<file path="src/logic/pitc_pkg.sv">
// constants for the priority interrupt and trap controller
package pitc_pkg;
    // register word offsets (chosen map, byte addresses on the plain port)
    localparam logic [7:0] OFS_CTRL_ONE = 8'h00;
    localparam logic [7:0] OFS_CTRL_TWO = 8'h04;
    localparam logic [7:0] OFS_STATUS_WORD = 8'h08;
    localparam logic [7:0] OFS_CORE_CTRL = 8'h0c;
    localparam logic [7:0] OFS_PEND_VEC = 8'h10;
    localparam logic [7:0] OFS_FLAG_BASE = 8'h20;
    localparam logic [7:0] OFS_ENABLE_BASE = 8'h40;
    localparam logic [7:0] OFS_PRIO_BASE = 8'h60;
    // interrupt_control_one field positions
    localparam int NEST_DIS_BIT = 15;
    localparam int OVA_FLAG_BIT = 14;
    localparam int OVB_FLAG_BIT = 13;
    localparam int COVA_FLAG_BIT = 12;
    localparam int COVB_FLAG_BIT = 11;
    localparam int OVA_TE_BIT = 10;
    localparam int OVB_TE_BIT = 9;
    localparam int COV_TE_BIT = 8;
    localparam int SHIFT_FLAG_BIT = 7;
    localparam int DIV0_FLAG_BIT = 6;
    localparam int MATH_FLAG_BIT = 4;
    localparam int ADDR_FLAG_BIT = 3;
    localparam int STACK_FLAG_BIT = 2;
    localparam int OSC_FLAG_BIT = 1;
    localparam logic [15:0] CTRL_ONE_MASK = 16'hffde;
    // interrupt_control_two fields
    localparam int ALT_TABLE_BIT = 15;
    localparam logic [15:0] CTRL_TWO_MASK = 16'h8007;
    // status word and core control fields
    localparam int LEVEL_LSB = 5;
    localparam int LEVEL_TOP_BIT = 3;
    // reset values
    localparam logic [15:0] CTRL_ONE_RST = 16'h0000;
    localparam logic [15:0] CTRL_TWO_RST = 16'h0000;
    localparam logic [2:0] LEVEL_RST = 3'h0;
    // user vectors start after the eight trap vectors
    localparam logic [6:0] USER_VEC_BASE = 7'h08;
    localparam int EXT_PINS = 3;
endpackage

</file>
<file path="src/logic/pitc_core.sv">
// priority interrupt and trap controller core
//
// The implementer's own choices: the strobed register port and the placing of the registers.
`timescale 1ns/1ns
// ----------------------------------------------------------------
// Contract
// each source has a flag set by its peripheral, cleared only by software
// each source has a software enable bit gating its own requests
// each user source has a three-bit priority, one of eight levels
// pending vector number latched in 7 bits, new level in 4 bits
// latched new level equals priority of the pending interrupt
// sources map to flag, enable, priority bits in vector order
// status word bits 7:5 hold low level bits, software writable
// top level bit in core control word cannot be set by software
// level value 111 means 7 and blocks all user interrupts
// top bit above three bits forms level; top 1 blocks user interrupts
// while nesting disabled, status level bits ignore software writes
// control one bit 15 disables nesting, resets to 0
// accumulator A overflow sets bit 14, B sets bit 13
// catastrophic overflow A sets bit 12, B sets bit 11
// overflow traps only when enabled by bits 10, 9 and 8
// invalid shift math trap sets bit 7
// divide by zero math trap sets bit 6
// any math trap sets bit 4
// address error trap sets bit 3
// bit 5 of control one always reads zero
// control two sets pin edge detection and vector table choice
// control two bit 15 selects the alternate vector table
// control two bits 2:0 pick falling (1) or rising (0) edge per pin
// stack error sets bit 2, oscillator failure sets bit 1
// request presented only if flagged, enabled, priority above level
// ties in priority go to the lowest vector number
// ----------------------------------------------------------------
module pitc_core
    import pitc_pkg::*;
#(
    parameter int NUM_SRC = 16
)
(
    input wire logic sys_clk,
    input wire logic sys_rst,
    input wire logic [7:0] reg_addr,
    input wire logic [15:0] reg_wdata,
    input wire logic reg_wr,
    input wire logic reg_rd,
    output logic [15:0] reg_rdata,
    input wire logic [NUM_SRC-1:0] periph_req,
    input wire logic [EXT_PINS-1:0] ext_pin,
    input wire logic acc_a_ovf,
    input wire logic acc_b_ovf,
    input wire logic acc_a_cat,
    input wire logic acc_b_cat,
    input wire logic bad_shift_evt,
    input wire logic divide_zero_evt,
    input wire logic address_evt,
    input wire logic stack_evt,
    input wire logic osc_fail_evt,
    input wire logic cpu_level_wr,
    input wire logic [3:0] cpu_level_in,
    output logic irq_valid,
    output logic [6:0] pending_vector_number,
    output logic [3:0] new_priority_level,
    output logic trap_req,
    output logic alt_table_select,
    output logic [3:0] cpu_priority_level
);

    // elaboration check: flags and enables are packed into one sixteen-bit word
    if (NUM_SRC < EXT_PINS || NUM_SRC > 16)
    begin : g_bad_src
        $error("pitc_core: NUM_SRC must lie between 3 and 16");
    end

    // ----------------------------------------------------------------
    // register decode
    // ----------------------------------------------------------------
    wire logic wr_ctrl_one = reg_wr && reg_addr == OFS_CTRL_ONE;
    wire logic wr_ctrl_two = reg_wr && reg_addr == OFS_CTRL_TWO;
    wire logic wr_status = reg_wr && reg_addr == OFS_STATUS_WORD;
    wire logic wr_core = reg_wr && reg_addr == OFS_CORE_CTRL;
    wire logic wr_flag = reg_wr && reg_addr == OFS_FLAG_BASE;
    wire logic wr_enable = reg_wr && reg_addr == OFS_ENABLE_BASE;
    wire logic [7:0] prio_off = reg_addr - OFS_PRIO_BASE;
    wire logic prio_hit = reg_addr >= OFS_PRIO_BASE && prio_off < 8'h10
        && prio_off[1:0] == 2'b00;
    wire logic [1:0] prio_word = prio_off[3:2];

    logic [15:0] ctrl_one_reg;
    logic [15:0] ctrl_two_reg;
    logic [2:0] level_low_reg;
    logic level_top_reg;
    logic [NUM_SRC-1:0] flag_reg;
    logic [NUM_SRC-1:0] enable_reg;
    logic [2:0] prio_reg [NUM_SRC];
    logic [15:0] rdata_reg;
    logic [EXT_PINS-1:0] pin_s1_reg;
    logic [EXT_PINS-1:0] pin_s2_reg;
    logic [EXT_PINS-1:0] pin_s3_reg;
    logic [6:0] vec_reg;
    logic [3:0] pend_level_reg;
    logic valid_reg;

    // ----------------------------------------------------------------
    // external pins: two-stage synchroniser then edge detect
    // ----------------------------------------------------------------
    always_ff @(posedge sys_clk)
    begin
        if (sys_rst)
        begin
            pin_s1_reg <= '0;
            pin_s2_reg <= '0;
            pin_s3_reg <= '0;
        end
        else
        begin
            pin_s1_reg <= ext_pin;
            pin_s2_reg <= pin_s1_reg;
            pin_s3_reg <= pin_s2_reg;
        end
    end

    // per-pin edge polarity
    wire logic [EXT_PINS-1:0] rise = pin_s2_reg & ~pin_s3_reg;
    wire logic [EXT_PINS-1:0] fall = ~pin_s2_reg & pin_s3_reg;
    wire logic [EXT_PINS-1:0] pin_evt =
        (ctrl_two_reg[EXT_PINS-1:0] & fall) | (~ctrl_two_reg[EXT_PINS-1:0] & rise);

    // pins occupy the low sources in vector order, pin 0 at bit 0
    wire logic [NUM_SRC-1:0] src_evt =
        periph_req | {{(NUM_SRC-EXT_PINS){1'b0}}, pin_evt};

    // ----------------------------------------------------------------
    // request flags and enables, one generate slice per source
    // ----------------------------------------------------------------
    genvar gi;
    for (gi = 0; gi < NUM_SRC; gi++)
    begin : g_src
        always_ff @(posedge sys_clk)
        begin
            if (sys_rst)
            begin
                flag_reg[gi] <= 1'b0;
                enable_reg[gi] <= 1'b0;
                prio_reg[gi] <= 3'h0;
            end
            else
            begin
                // set wins over a software clear in the same cycle
                flag_reg[gi] <= src_evt[gi] | (wr_flag ? reg_wdata[gi] : flag_reg[gi]);
                // software enable per source
                if (wr_enable)
                    enable_reg[gi] <= reg_wdata[gi];
                // four three-bit fields per priority word
                if (reg_wr && prio_hit && prio_word == 2'(gi / 4))
                    prio_reg[gi] <= reg_wdata[(gi % 4) * 4 +: 3];
            end
        end
    end

    // ----------------------------------------------------------------
    // trap event flags in control one
    // ----------------------------------------------------------------
    // overflow flags only when their trap enable is set
    wire logic ova_set = acc_a_ovf && ctrl_one_reg[OVA_TE_BIT];
    wire logic ovb_set = acc_b_ovf && ctrl_one_reg[OVB_TE_BIT];
    wire logic cova_set = acc_a_cat && ctrl_one_reg[COV_TE_BIT];
    wire logic covb_set = acc_b_cat && ctrl_one_reg[COV_TE_BIT];
    // any math cause raises the summary flag
    wire logic math_set = bad_shift_evt || divide_zero_evt;
    logic [15:0] trap_set;
    always_comb
    begin
        trap_set = 16'h0000;
        // plain overflow causes
        trap_set[OVA_FLAG_BIT] = ova_set;
        trap_set[OVB_FLAG_BIT] = ovb_set;
        // catastrophic causes
        trap_set[COVA_FLAG_BIT] = cova_set;
        trap_set[COVB_FLAG_BIT] = covb_set;
        // invalid shift
        trap_set[SHIFT_FLAG_BIT] = bad_shift_evt;
        // divide by zero
        trap_set[DIV0_FLAG_BIT] = divide_zero_evt;
        trap_set[MATH_FLAG_BIT] = math_set;
        // address error
        trap_set[ADDR_FLAG_BIT] = address_evt;
        // stack and oscillator failure
        trap_set[STACK_FLAG_BIT] = stack_evt;
        trap_set[OSC_FLAG_BIT] = osc_fail_evt;
    end

    // bit 5 and bit 0 never store, so read as zero
    wire logic [15:0] ctrl_one_next =
        ((wr_ctrl_one ? reg_wdata : ctrl_one_reg) | trap_set) & CTRL_ONE_MASK;

    always_ff @(posedge sys_clk)
    begin
        // nesting disable resets to zero with the rest
        if (sys_rst)
            ctrl_one_reg <= CTRL_ONE_RST;
        else
            ctrl_one_reg <= ctrl_one_next;
    end

    // control two: table select and pin edges
    always_ff @(posedge sys_clk)
    begin
        if (sys_rst)
            ctrl_two_reg <= CTRL_TWO_RST;
        else if (wr_ctrl_two)
            ctrl_two_reg <= reg_wdata & CTRL_TWO_MASK;
    end

    // ----------------------------------------------------------------
    // cpu priority level
    // ----------------------------------------------------------------
    wire logic nest_dis = ctrl_one_reg[NEST_DIS_BIT];
    // status word level bits frozen to software while nesting is disabled
    wire logic sw_level_ok = wr_status && !nest_dis;
    // software may clear the top bit but never set it
    wire logic top_clear = wr_core && !reg_wdata[LEVEL_TOP_BIT];

    always_ff @(posedge sys_clk)
    begin
        if (sys_rst)
        begin
            level_low_reg <= LEVEL_RST;
            level_top_reg <= 1'b0;
        end
        else
        begin
            // core-side level load (vectoring, return) takes precedence
            if (cpu_level_wr)
            begin
                level_low_reg <= cpu_level_in[2:0];
                level_top_reg <= cpu_level_in[3];
            end
            else
            begin
                // software rewrite of status word level bits
                if (sw_level_ok)
                    level_low_reg <= reg_wdata[LEVEL_LSB +: 3];
                if (top_clear)
                    level_top_reg <= 1'b0;
            end
        end
    end

    // top bit concatenated above the three status bits
    wire logic [3:0] cur_level = {level_top_reg, level_low_reg};

    // ----------------------------------------------------------------
    // arbitration
    // ----------------------------------------------------------------
    logic [3:0] best_prio;
    logic [6:0] best_vec;
    logic best_hit;
    always_comb
    begin
        best_prio = 4'h0;
        best_vec = 7'h00;
        best_hit = 1'b0;
        // scan from high index so lower vectors win ties
        for (int i = NUM_SRC - 1; i >= 0; i--)
        begin
            // flagged, enabled and above current level
            // no user priority exceeds level 7, so none passes
            if (flag_reg[i] && enable_reg[i] && {1'b0, prio_reg[i]} > cur_level
                && (!best_hit || {1'b0, prio_reg[i]} >= best_prio))
            begin
                best_prio = {1'b0, prio_reg[i]};
                best_vec = USER_VEC_BASE + 7'(i);
                best_hit = 1'b1;
            end
        end
    end

    // latch vector number and its priority
    always_ff @(posedge sys_clk)
    begin
        if (sys_rst)
        begin
            vec_reg <= 7'h00;
            pend_level_reg <= 4'h0;
            valid_reg <= 1'b0;
        end
        else
        begin
            valid_reg <= best_hit;
            if (best_hit)
            begin
                vec_reg <= best_vec;
                pend_level_reg <= best_prio;
            end
        end
    end

    // ----------------------------------------------------------------
    // read path, data one cycle after the strobe
    // ----------------------------------------------------------------
    logic [15:0] rd_mux;
    always_comb
    begin
        rd_mux = 16'h0000;
        if (reg_addr == OFS_CTRL_ONE)
            rd_mux = ctrl_one_reg;
        else if (reg_addr == OFS_CTRL_TWO)
            rd_mux = ctrl_two_reg;
        else if (reg_addr == OFS_STATUS_WORD)
            rd_mux[LEVEL_LSB +: 3] = level_low_reg;
        else if (reg_addr == OFS_CORE_CTRL)
            rd_mux[LEVEL_TOP_BIT] = level_top_reg;
        else if (reg_addr == OFS_PEND_VEC)
            rd_mux = {4'h0, pend_level_reg, 1'b0, vec_reg};
        else if (reg_addr == OFS_FLAG_BASE)
            rd_mux[NUM_SRC-1:0] = flag_reg;
        else if (reg_addr == OFS_ENABLE_BASE)
            rd_mux[NUM_SRC-1:0] = enable_reg;
        else if (prio_hit)
        begin
            for (int k = 0; k < 4; k++)
            begin
                if (int'(prio_word) * 4 + k < NUM_SRC)
                    rd_mux[k * 4 +: 3] = prio_reg[int'(prio_word) * 4 + k];
            end
        end
    end

    always_ff @(posedge sys_clk)
    begin
        if (sys_rst)
            rdata_reg <= 16'h0000;
        else if (reg_rd)
            rdata_reg <= rd_mux;
        else
            rdata_reg <= 16'h0000;
    end

    // ----------------------------------------------------------------
    // outputs
    // ----------------------------------------------------------------
    assign reg_rdata = rdata_reg;
    assign irq_valid = valid_reg;
    assign pending_vector_number = vec_reg;
    assign new_priority_level = pend_level_reg;
    // traps cannot be masked by level; any trap cause flag requests
    assign trap_req = |(ctrl_one_reg & ~CTRL_ONE_MASK | ctrl_one_reg & 16'h78de);
    assign alt_table_select = ctrl_two_reg[ALT_TABLE_BIT];
    assign cpu_priority_level = cur_level;
endmodule

</file>
<file path="config.mk">
export PLATFORM = sky130hd
export DESIGN_NAME = pitc_core
export DESIGN_NICKNAME = d
export VERILOG_FILES = /design/src/logic/pitc_pkg.sv /design/src/logic/pitc_core.sv
export SDC_FILE = /design/constraint.sdc
export NUM_CORES = 1
export LEC_CHECK = 0
export BUFFER_PORTS_ARGS = -buffer_cell sky130_fd_sc_hd__buf_2
export CORE_ASPECT_RATIO = 1.2
export CORE_MARGIN = 1.5
export CORE_UTILIZATION = 40
export CTS_CLUSTER_DIAMETER = 100
export DETAILED_ROUTE_END_ITERATION = 7
export HOLD_SLACK_MARGIN = 0.1
export PLACE_DENSITY_LB_ADDON = 0.12
export SKIP_LAST_GASP = 1
export SYNTH_ARGS = -nofsm -noshare
export SYNTH_HDL_FRONTEND = slang
export SYNTH_SLANG_ARGS = --single-unit
</file>
<file path="constraint.sdc">
create_clock -name sys_clk -period 27.2 [get_ports sys_clk]
set_input_delay 5.44 -clock sys_clk [delete_from_list [all_inputs] [get_ports sys_clk]]
set_output_delay 5.44 -clock sys_clk [all_outputs]
set_load 0.01 [all_outputs]
</file>
==> results of run 1 <==
## area by class of cell
type	count	area, µm²
fill	2198	12000
inverter	56	210
sequential	136	3200
tap	279	349
timing repair buffer	108	583
clock inverter	14	119
multi-input combinational	807	5640
clock buffer	18	429
## per-layer routing
layer / vias to the layer above / part of all wire [%] / track usage, %
li1: 3972 / - / -
met1: 3848 / 45 / 33.3
met2: 248 / 49 / 43.4
met3: 33 / 4.7 / 3.72
met4: 0 / 1.9 / 7.04
met5: - / 0 / 0
## power groups by stage
stage / Sequential [mW] / Clock (mW) / Combinational [mW]
2_1_floorplan: 0.227 / 0 / 0.0358
3_3_place_gp: 0.232 / 0 / 0.0547
3_5_place_dp: 0.232 / 0 / 0.0552
4_1_cts: 0.227 / 0.216 / 0.0557
5_1_grt: 0.228 / 0.225 / 0.0624
6_report: 0.228 / 0.214 / 0.0558
## kinds of logic after synthesis
family | Yosys count | share of synthesized area (%)
AO/OA/AOI/OAI | 290 | 22.1
flip-flops | 136 | 34.7
multiplexers | 27 | 4.66
buffers and inverters | 103 | 4.54
other | 1 | 0.0406
adder cells (fa/ha/maj) | 94 | 12.7
AND/OR/NAND/NOR | 393 | 21.3
## cells in the final DEF, fill, tap and decap left out, types with 4 or more instances in the layout
master / Yosys / layout
o211a_1: 4 / 4
nand3b_1: 17 / 17
o21a_1: 13 / 13
edfxtp_1: 48 / 48
or3_1: 4 / 4
nor2_1: 52 / 52
ha_1: 94 / 94
mux4_2: 12 / 12
mux2_2: 7 / 7
inv_1: 56 / 56
inv_6: 0 / 5
a22oi_1: 11 / 11
nand2_1: 169 / 169
a22o_1: 7 / 7
and2_1: 54 / 54
a222oi_1: 7 / 7
o211ai_1: 7 / 7
nor2b_1: 24 / 24
nand2b_1: 17 / 17
buf_2: 4 / 91
a21oi_1: 81 / 81
dfxtp_1: 88 / 88
a21o_1: 19 / 19
a31oi_1: 44 / 44
buf_4: 5 / 17
nand3_1: 12 / 12
nand4_1: 4 / 4
o22ai_1: 5 / 5
clkbuf_16: 0 / 17
nor3_1: 17 / 16
clkinv_4: 0 / 6
a211oi_1: 10 / 10
mux2i_1: 7 / 7
o21ai_1: 4 / 4
a221oi_1: 4 / 4
o21ai_0: 30 / 30
## worst max-delay path by stage
| stage | start | to | slack (ns) | depth (start not counted) |
|---|---|---|---|---|
| 2_1_floorplan | level_low_reg[2]$_SDFFE_PP0P_ | new_priority_level[1]$_SDFFE_PP0P_ | 5.82 | 120 |
| 3_5_place_dp | level_low_reg[2]$_SDFFE_PP0P_ | new_priority_level[0]$_SDFFE_PP0P_ | 4.08 | 116 |
| 6_report | level_low_reg[2]$_SDFFE_PP0P_ | new_priority_level[0]$_SDFFE_PP0P_ | 3.86 | 116 |
| 3_3_place_gp | level_low_reg[2]$_SDFFE_PP0P_ | new_priority_level[0]$_SDFFE_PP0P_ | 4.51 | 116 |
| 4_1_cts | level_low_reg[2]$_SDFFE_PP0P_ | new_priority_level[0]$_SDFFE_PP0P_ | 3.95 | 116 |
| 5_1_grt | level_low_reg[2]$_SDFFE_PP0P_ | new_priority_level[0]$_SDFFE_PP0P_ | 1.68 | 116 |
## per-stage QoR
step           std cells  setup WS, ns  hold WS, ns  util, %
2_1_floorplan       1046          5.82        0.414        -
3_3_place_gp        1386          4.51        0.418     44.3
3_5_place_dp        1386          4.08        0.425     44.3
4_1_cts             1418          3.95        0.447     46.8
5_1_grt             1418          1.68        0.451     46.8
6_report            1418          3.86        0.440     46.8
## worst max-delay path, delay by kind of cell, from the launching register on
family	cells	cell delay [ns]
compound gates	58	11.37
buf+inv	1	0.10
fa+ha+maj	16	4.29
flops	1	0.36
simple gates	38	5.96
mux	3	1.15
==> flow_metrics.py, run 1 <==
metrics = {
    "drt": {
        "avgRoutedWirePerCell_um": 20.9,
        "route.detailed.drc": 0,
        "postRouteAntennaNets": 0,
        "drtIter0Drc": 736,
        "vias": 8101,
        "first_pass_iters": 5,
        "wl_um": 29600,
        "routed_via_density": 5.71,
    },
    "cts": {
        "clock_sinks": 136,
        "root_buffer": "clkbuf_16",
        "post_cts_resized": 0,
        "clock_latency_ns": 0.43,
        "cts_buffers": 17,
        "cts.htree.levels": 4,
        "clockBufferDepth": 2,
        "tritoncts": "done",
        "path_clk_slew_ns": 0.06,
        "hold_buffers": 0,
        "postCtsSetupBuffers": 0,
    },
    "worst_hold_path": {
        "min-delay-path-class": "reg -> reg",
        "min_to": "pin_s2_reg[2]$_SDFF_PP0_",
        "worstHoldStart": "pin_s1_reg[2]$_SDFF_PP0_",
        "min_delay_path_depth": 1,
    },
    "critical_path": {
        "worst-r2r-cell-count": 116,
        "critical_path_peak_fanout": 11,
        "cp_slowest_cell": "o22ai_1",
        "worstSetupPathType": "reg -> reg",
        "cp-start-kind": "register",
        "critPathCaptureType": "register",
        "cpMostUsedCell": "a21oi_1",
        "critical-path-max-stage-delay_ns": 0.56,
        "r2r_setup_slack_ns": 3.86,
        "regToRegStartpoint": "level_low_reg[2]$_SDFFE_PP0P_",
        "timing.rr.end": "new_priority_level[0]$_SDFFE_PP0P_",
        "cp.arrival_ns": 23.63,
        "worst_ep_required_time_ns": 27.48,
    },
    "synthesis": {
        "yosysWarnings": 0,
        "yosysMostFrequentCell": "nand2_1",
        "synth_area_mm2": 0.00924,
        "synth_edf_count": 48,
        "yosysTopAreaCell": "dfxtp_1",
        "synthTopCellsByCount": "nand2_1 (169), ha_1 (94), dfxtp_1 (88)",
        "syn_avg_cell_area_um2": 8.85,
        "yosysTopAreaCellShare_pct": 19.1,
        "synth_cell_types": 81,
        "synth.area.top_cells": "dfxtp_1 (19%), edfxtp_1 (16%), ha_1 (13%), nand2_1 (6.9%), a21oi_1 (4.4%)",
        "synth-seq-area-share_pct": 34.7,
        "dominantRegCellSynth": "dfxtp_1",
        "async_flop_share_pct": 0,
        "synth-seq-cells": 136,
        "syn_inst": 1044,
    },
    "global_route": {
        "grt_overflow": 0,
        "antenna_found_initial": 0,
        "first_global_vias": 7752,
        "grt_use_total_pct": 25.4,
        "grt_max_degree": 76,
        "grt_pass1_wl_um": 45800,
    },
    "cells_and_area": {
        "largest_register_ffs": 48,
        "syn2layout_area_growth_pct": 14.0,
        "layout-drive-gt1-share_pct": 16.8,
        "fin_area_mm2": 0.0105,
        "layout.nets": 1281,
        "n_antenna_cell": 0,
    },
    "power_and_ir_drop": {
        "total_power_uw": 497,
        "p_int_uw": 359,
        "p_per_area_mw_per_mm2": 47.2,
        "p_sw_uw": 138,
        "pwr-share-seq_pct": 45.8,
        "peakVddDrop_v": 0.0000375,
        "p_sw_share_pct": 27.8,
        "leakage_nw": 4.35,
        "clkPwrFrac_pct": 43.0,
        "combPwrFrac_pct": 11.2,
    },
    "timing": {
        "slew_headroom_pct": 32.2,
        "tns_ns": 0,
        "maxSlewViolCount": 0,
        "hold_violations": 0,
        "worstMarginPinSlew_ns": 1.02,
        "fin_crit_ns": 23.34,
        "rsz0062_at_grt": "no",
        "timing.final.crit_share_pct": 85.8,
        "finClkSkew_ns": 0.0210,
        "setup_viol": 0,
        "clock.fmax_mhz": 42.8,
    },
    "placed_design": {
        "place_congestion": 0.855,
        "post_dp_cell_area_mm2": 0.00998,
        "hpwl_um": 22800,
        "place.port_buffers": 91,
    },
    "die": {
        "dieHeight_um": 169,
        "rows": 60,
        "core_area_mm2": 0.0225,
        "start_util_pct": 41.0,
        "ioPinCount": 95,
        "dieArea_mm2": 0.0240,
        "fp.dieW_um": 142,
    },
    "run_status": {
        "status": "finished clean",
    },
    "job": {
        "drv_cap": 0,
    },
}
(Power assumes the default switching activity.)
==> run 2: changes to the inputs <==
Settings changed: ABC_AREA set to 1, BUFFER_PORTS_ARGS -buffer_cell sky130_fd_sc_hd__buf_2 to unset, DONT_BUFFER_PORTS set to 1.
==> flow_metrics.py, run 2 <==
metrics = {
    "run_status": {
        "status": "finished clean",
    },
    "drt": {
        "postRouteAntennaNets": 0,
        "drtIter0Drc": 647,
        "first_pass_iters": 5,
        "wl_um": 29100,
        "routed_via_density": 5.38,
        "vias": 7988,
        "route.detailed.drc": 0,
        "avgRoutedWirePerCell_um": 19.6,
    },
    "critical_path": {
        "worst_ep_required_time_ns": 27.53,
        "cp.arrival_ns": 19.05,
        "critical-path-max-stage-delay_ns": 0.56,
        "cpMostUsedCell": "nand2_1",
        "critical_path_peak_fanout": 17,
        "cp_slowest_cell": "inv_1",
        "cp-start-kind": "register",
        "worstSetupPathType": "reg -> reg",
        "critPathCaptureType": "register",
    },
    "synthesis": {
        "synth_edf_count": 48,
        "yosysTopAreaCellShare_pct": 19.8,
        "synth-seq-area-share_pct": 36.1,
        "async_flop_share_pct": 0,
        "synth_cell_types": 49,
        "synthTopCellsByCount": "nand2_1 (230), inv_1 (182), nor2_1 (140)",
        "dominantRegCellSynth": "dfxtp_1",
        "yosysMostFrequentCell": "nand2_1",
        "syn_avg_cell_area_um2": 7.37,
        "syn_inst": 1205,
        "yosysWarnings": 0,
        "synth-seq-cells": 136,
        "yosysTopAreaCell": "dfxtp_1",
        "synth.area.top_cells": "dfxtp_1 (20%), edfxtp_1 (16%), ha_1 (13%), nand2_1 (9.7%), inv_1 (7.7%)",
        "synth_area_mm2": 0.00888,
    },
    "timing": {
        "timing.final.crit_share_pct": 68.8,
        "worstMarginPinSlew_ns": 1.02,
        "finClkSkew_ns": 0.0121,
        "fin_crit_ns": 18.72,
        "hold_violations": 0,
        "clock.fmax_mhz": 53.4,
        "rsz0062_at_grt": "no",
        "maxSlewViolCount": 0,
        "tns_ns": 0,
        "setup_viol": 0,
        "slew_headroom_pct": 31.6,
        "holdWs_ns": 0.407,
    },
    "die": {
        "dieHeight_um": 166,
        "ioPinCount": 95,
        "core_area_mm2": 0.0217,
        "start_util_pct": 40.9,
        "rows": 59,
        "dieArea_mm2": 0.0231,
        "fp.dieW_um": 139,
    },
    "placed_design": {
        "place.port_buffers": 0,
        "place_congestion": 0.914,
        "place_inst": 1452,
        "hpwl_um": 22700,
    },
    "power_and_ir_drop": {
        "p_per_area_mw_per_mm2": 52.2,
        "peakVddDrop_v": 0.0000431,
        "total_power_uw": 506,
        "leakage_nw": 4.51,
    },
    "cts": {
        "root_buffer": "clkbuf_16",
        "postCtsSetupBuffers": 0,
        "cts.htree.levels": 4,
        "clockBufferDepth": 2,
        "post_cts_resized": 0,
        "clock_latency_ns": 0.42,
        "tritoncts": "done",
        "hold_buffers": 0,
        "path_clk_slew_ns": 0.07,
        "cts_buffers": 17,
        "clock_sinks": 136,
    },
    "global_route": {
        "grt_overflow": 0,
        "grt_pass1_wl_um": 44800,
        "first_global_vias": 7672,
        "antenna_found_initial": 0,
        "grt_max_degree": 55,
        "grt_use_total_pct": 25.4,
    },
    "job": {
        "drv_cap": 0,
    },
    "cells_and_area": {
        "layout_commonest_cell": "nand2_1",
        "syn2layout_area_growth_pct": 9.32,
        "layout-drive-gt1-share_pct": 5.70,
        "n_antenna_cell": 0,
        "largest_register_ffs": 48,
        "fillers": 2281,
        "most-common-layout-cells": "nand2_1 (230), inv_1 (182), nor2_1 (140), ha_1 (94), dfxtp_1 (88)",
        "layout.nets": 1352,
        "fin_cells": 1484,
        "utilization_pct": 44.7,
    },
    "worst_hold_path": {
        "min-delay-path-class": "reg -> reg",
    },
}
-- run 2: cell count changes after synthesis, moves of 19 or more --
| cell | change |
|---|---|
| and2_1 | -33 |
| nor2_1 | +88 |
| o21ai_0 | +39 |
| a21o_1 | -19 |
| nand3_1 | +65 |
| a31oi_1 | -34 |
| nor2b_1 | -24 |
| nand2_1 | +61 |
| inv_1 | +126 |
-- run 2: power by group --
part           leakage [nW]  internal, mW  switching (mW)
combinational          3.06        0.0164          0.0316
sequential             1.17         0.218         0.00902
clock                 0.282         0.130           0.102
-- run 2: final cells by class --
type	count	area [µm²]	area share (%)
timing repair buffer	5	37.5	0.387
inverter	190	713	7.35
clock buffer	17	425	4.38
clock inverter	15	158	1.62
tap	274	343	3.53
multi-input combinational	847	4830	49.7
sequential	136	3200	33.0
-- run 2: through the flow --
step                setup slack, ns  cell area, µm²
floorplan                     10.72            8890
global placement               8.81            9120
detailed placement             8.45            9120
CTS                            8.38            9710
global route                   6.11            9710
finish                         8.48            9710
-- run 2: kinds of logic (layout without fill, tap and decap cells) --
kind of cell               count (synthesis)  in the layout  share of synthesized area, %
DFF                                      136            136                          36.1
and+or+nand+nor                          525            525                          25.9
buffers and inverters                    224            227                          9.65
other                                      1              3                        0.0422
adders and majority gates                 94             94                          13.2
AOI/OAI and AO/OA                        225            225                          15.1
-- run 2: metal layers --
| layer | routed length, µm | global-route usage (%) | vias to the layer above |
|---|---|---|---|
| met1 | 12600 | 31.5 | 3678 |
| met3 | 1670 | 5.10 | 48 |
| met2 | 14000 | 43.7 | 248 |
| met5 | 0 | 0 | - |
| met4 | 910 | 8.97 | 0 |
| li1 | - | - | 4014 |
-- run 2: worst paths after layout --
kind | slack (ns) | startpoint | to | cells past startpoint
setup / recovery | 8.48 | level_low_reg[1]$_SDFFE_PP0P_ | pending_vector_number[3]$_SDFFE_PP0P_ | 138
hold / removal | 0.41 | pin_s1_reg[1]$_SDFF_PP0_ | pin_s2_reg[1]$_SDFF_PP0_ | 2
setup reg to reg | 8.48 | level_low_reg[1]$_SDFFE_PP0P_ | pending_vector_number[3]$_SDFFE_PP0P_ | 138
hold reg to reg | 0.41 | pin_s1_reg[1]$_SDFF_PP0_ | pin_s2_reg[1]$_SDFF_PP0_ | 2
-- run 2: critical path: cells and delay by family, from the launching register on --
family,cells,cell delay (ns)
simple gates,75,7.63
compound gates,32,4.43
fa+ha+maj,16,4.27
buf+inv,15,1.88
flops,1,0.36
==> run 3: changes to the inputs <==
Clock period 27.2 ns to 16.4 ns, I/O delays scaled along.
==> flow_metrics.py, run 3 (synthesis results as in run 2) <==
metrics = {
    "critical_path": {
        "cpMostUsedCell": "nand2_2",
        "worst-r2r-cell-count": 135,
        "timing.rr.end": "new_priority_level[0]$_SDFFE_PP0P_",
        "cp-start-kind": "register",
        "critPathCaptureType": "register",
        "cp_top_family": "simple AND/OR/NAND/NOR gates",
        "critical-path-max-stage-delay_ns": 0.35,
        "worstSetupPathType": "reg -> reg",
        "cp.arrival_ns": 16.54,
        "cp_slowest_cell": "dfxtp_2",
        "r2r_setup_slack_ns": 0.18,
        "crit_buf_inv": 13,
        "worst_ep_required_time_ns": 16.72,
        "critical_path_peak_fanout": 7,
        "regToRegStartpoint": "level_low_reg[1]$_SDFFE_PP0P_",
    },
    "power_and_ir_drop": {
        "p_per_area_mw_per_mm2": 72.6,
        "leakage_nw": 5.50,
        "peakVddDrop_v": 0.0000705,
    },
    "drt": {
        "routed_via_density": 5.38,
        "postRouteAntennaNets": 0,
        "first_pass_iters": 6,
        "avgRoutedWirePerCell_um": 19.1,
        "wl_um": 31400,
        "vias": 8825,
        "route.detailed.drc": 0,
        "drtIter0Drc": 623,
    },
    "timing": {
        "hold_violations": 0,
        "maxSlewViolCount": 0,
        "holdWs_ns": 0.407,
        "rsz0062_at_grt": "yes",
        "setup_viol": 0,
        "worstMarginPinSlew_ns": 0.963,
        "fin_crit_ns": 16.22,
        "timing.final.crit_share_pct": 98.9,
        "finClkSkew_ns": 0.00944,
        "clock.fmax_mhz": 61.6,
        "slew_headroom_pct": 35.3,
    },
    "cts": {
        "clock_sinks": 136,
        "cts_buffers": 17,
        "clockBufferDepth": 2,
        "hold_buffers": 0,
        "tritoncts": "done",
        "cts.htree.levels": 4,
        "root_buffer": "clkbuf_16",
        "clock_latency_ns": 0.42,
        "path_clk_slew_ns": 0.06,
    },
    "die": {
        "core_area_mm2": 0.0217,
        "dieArea_mm2": 0.0231,
        "start_util_pct": 40.9,
        "ioPinCount": 95,
        "fp.dieW_um": 139,
        "rows": 59,
        "dieHeight_um": 166,
    },
    "placed_design": {
        "place_congestion": 0.904,
        "place_inst": 1564,
        "post_dp_cell_area_mm2": 0.00998,
        "place.port_buffers": 0,
        "hpwl_um": 23300,
    },
    "cells_and_area": {
        "layout_commonest_cell": "nand2_1",
        "layout.nets": 1510,
        "most-common-layout-cells": "nand2_1 (173), inv_1 (162), buf_4 (151), nor2_1 (139), dfxtp_1 (86)",
        "syn2layout_area_growth_pct": 34.8,
        "fin_area_mm2": 0.0120,
        "fin_cells": 1641,
        "fillers": 2071,
        "largest_register_ffs": 48,
        "n_antenna_cell": 0,
        "layout-drive-gt1-share_pct": 29.8,
    },
    "global_route": {
        "antenna_found_initial": 0,
        "grt_overflow": 0,
        "grt_use_total_pct": 26.2,
        "first_global_vias": 8433,
        "grt_max_degree": 52,
        "grt_pass1_wl_um": 46800,
    },
    "worst_hold_path": {
        "min_to": "pin_s2_reg[0]$_SDFF_PP0_",
        "min_delay_path_depth": 2,
        "min-delay-path-class": "reg -> reg",
        "worstHoldStart": "pin_s1_reg[0]$_SDFF_PP0_",
    },
    "job": {
        "drv_cap": 0,
    },
    "run_status": {
        "status": "finished clean",
    },
}
## run 3: repair_timing
item / CTS / global route
setup buffers: 22 / 24
resized for setup: 38 / 205
pin swaps: 13 / 104
setup endpoints to repair: 8 / 8
## run 3: power breakdown
group          switching [mW]  internal, mW
Combinational          0.0593        0.0362
Clock                   0.154         0.242
Sequential             0.0161         0.361
## run 3: layout make-up
class | count | area [µm²] | area share, %
multi-input cells | 847 | 5800 | 48.4
flip-flops and latches | 136 | 3210 | 26.8
repair buffers | 163 | 1280 | 10.7
inverters | 190 | 727 | 6.07
clock buffers | 21 | 514 | 4.30
well taps | 274 | 343 | 2.86
clock inverters | 10 | 105 | 0.878
## run 3: worst max-delay path by stage
stage / startpoint / to / slack (ns) / depth (start not counted)
2_1_floorplan: level_low_reg[1]$_SDFFE_PP0P_ / pending_vector_number[3]$_SDFFE_PP0P_ / 0.004 / 137
3_3_place_gp: level_low_reg[1]$_SDFFE_PP0P_ / new_priority_level[2]$_SDFFE_PP0P_ / -0.34 / 135
3_5_place_dp: level_low_reg[1]$_SDFFE_PP0P_ / pending_vector_number[3]$_SDFFE_PP0P_ / -0.83 / 137
4_1_cts: level_low_reg[1]$_SDFFE_PP0P_ / pending_vector_number[3]$_SDFFE_PP0P_ / 0.000002 / 137
5_1_grt: prio_reg[15][1]$_SDFFCE_PN0P_ / new_priority_level[1]$_SDFFE_PP0P_ / -0.95 / 137
6_report: level_low_reg[1]$_SDFFE_PP0P_ / new_priority_level[0]$_SDFFE_PP0P_ / 0.18 / 135
## run 3: stage by stage
stage | utilization (%) | total power, mW | setup TNS (ns) | setup slack (ns)
after floorplan | - | 0.435 | 0 | 0.00379
after global placement | 46.0 | 0.463 | -2.43 | -0.337
after detailed placement | 46.0 | 0.465 | -6.30 | -0.834
after CTS | 50.0 | 0.857 | 0 | 0.00000178
after global routing | 55.1 | 0.898 | -7.15 | -0.947
final | 55.1 | 0.869 | 0 | 0.176
## run 3: layer usage
metal	wire length (µm)	share of wire, %	global-route usage, %	vias up
li1	-	-	-	4336
met1	13200	42	32.1	4156
met2	15600	50	45.7	280
met3	1860	5.9	5.45	53
met4	803	2.6	8.74	0
met5	0	0	0	-
## run 3: tightest hold or removal path, delay by kind of cell, from the launching register on
| family | cells | cell delay [ns] |
|---|---|---|
| buffers and inverters | 1 | 0.04 |
| DFF | 1 | 0.30 |
| and+or+nand+nor | 1 | 0.03 |
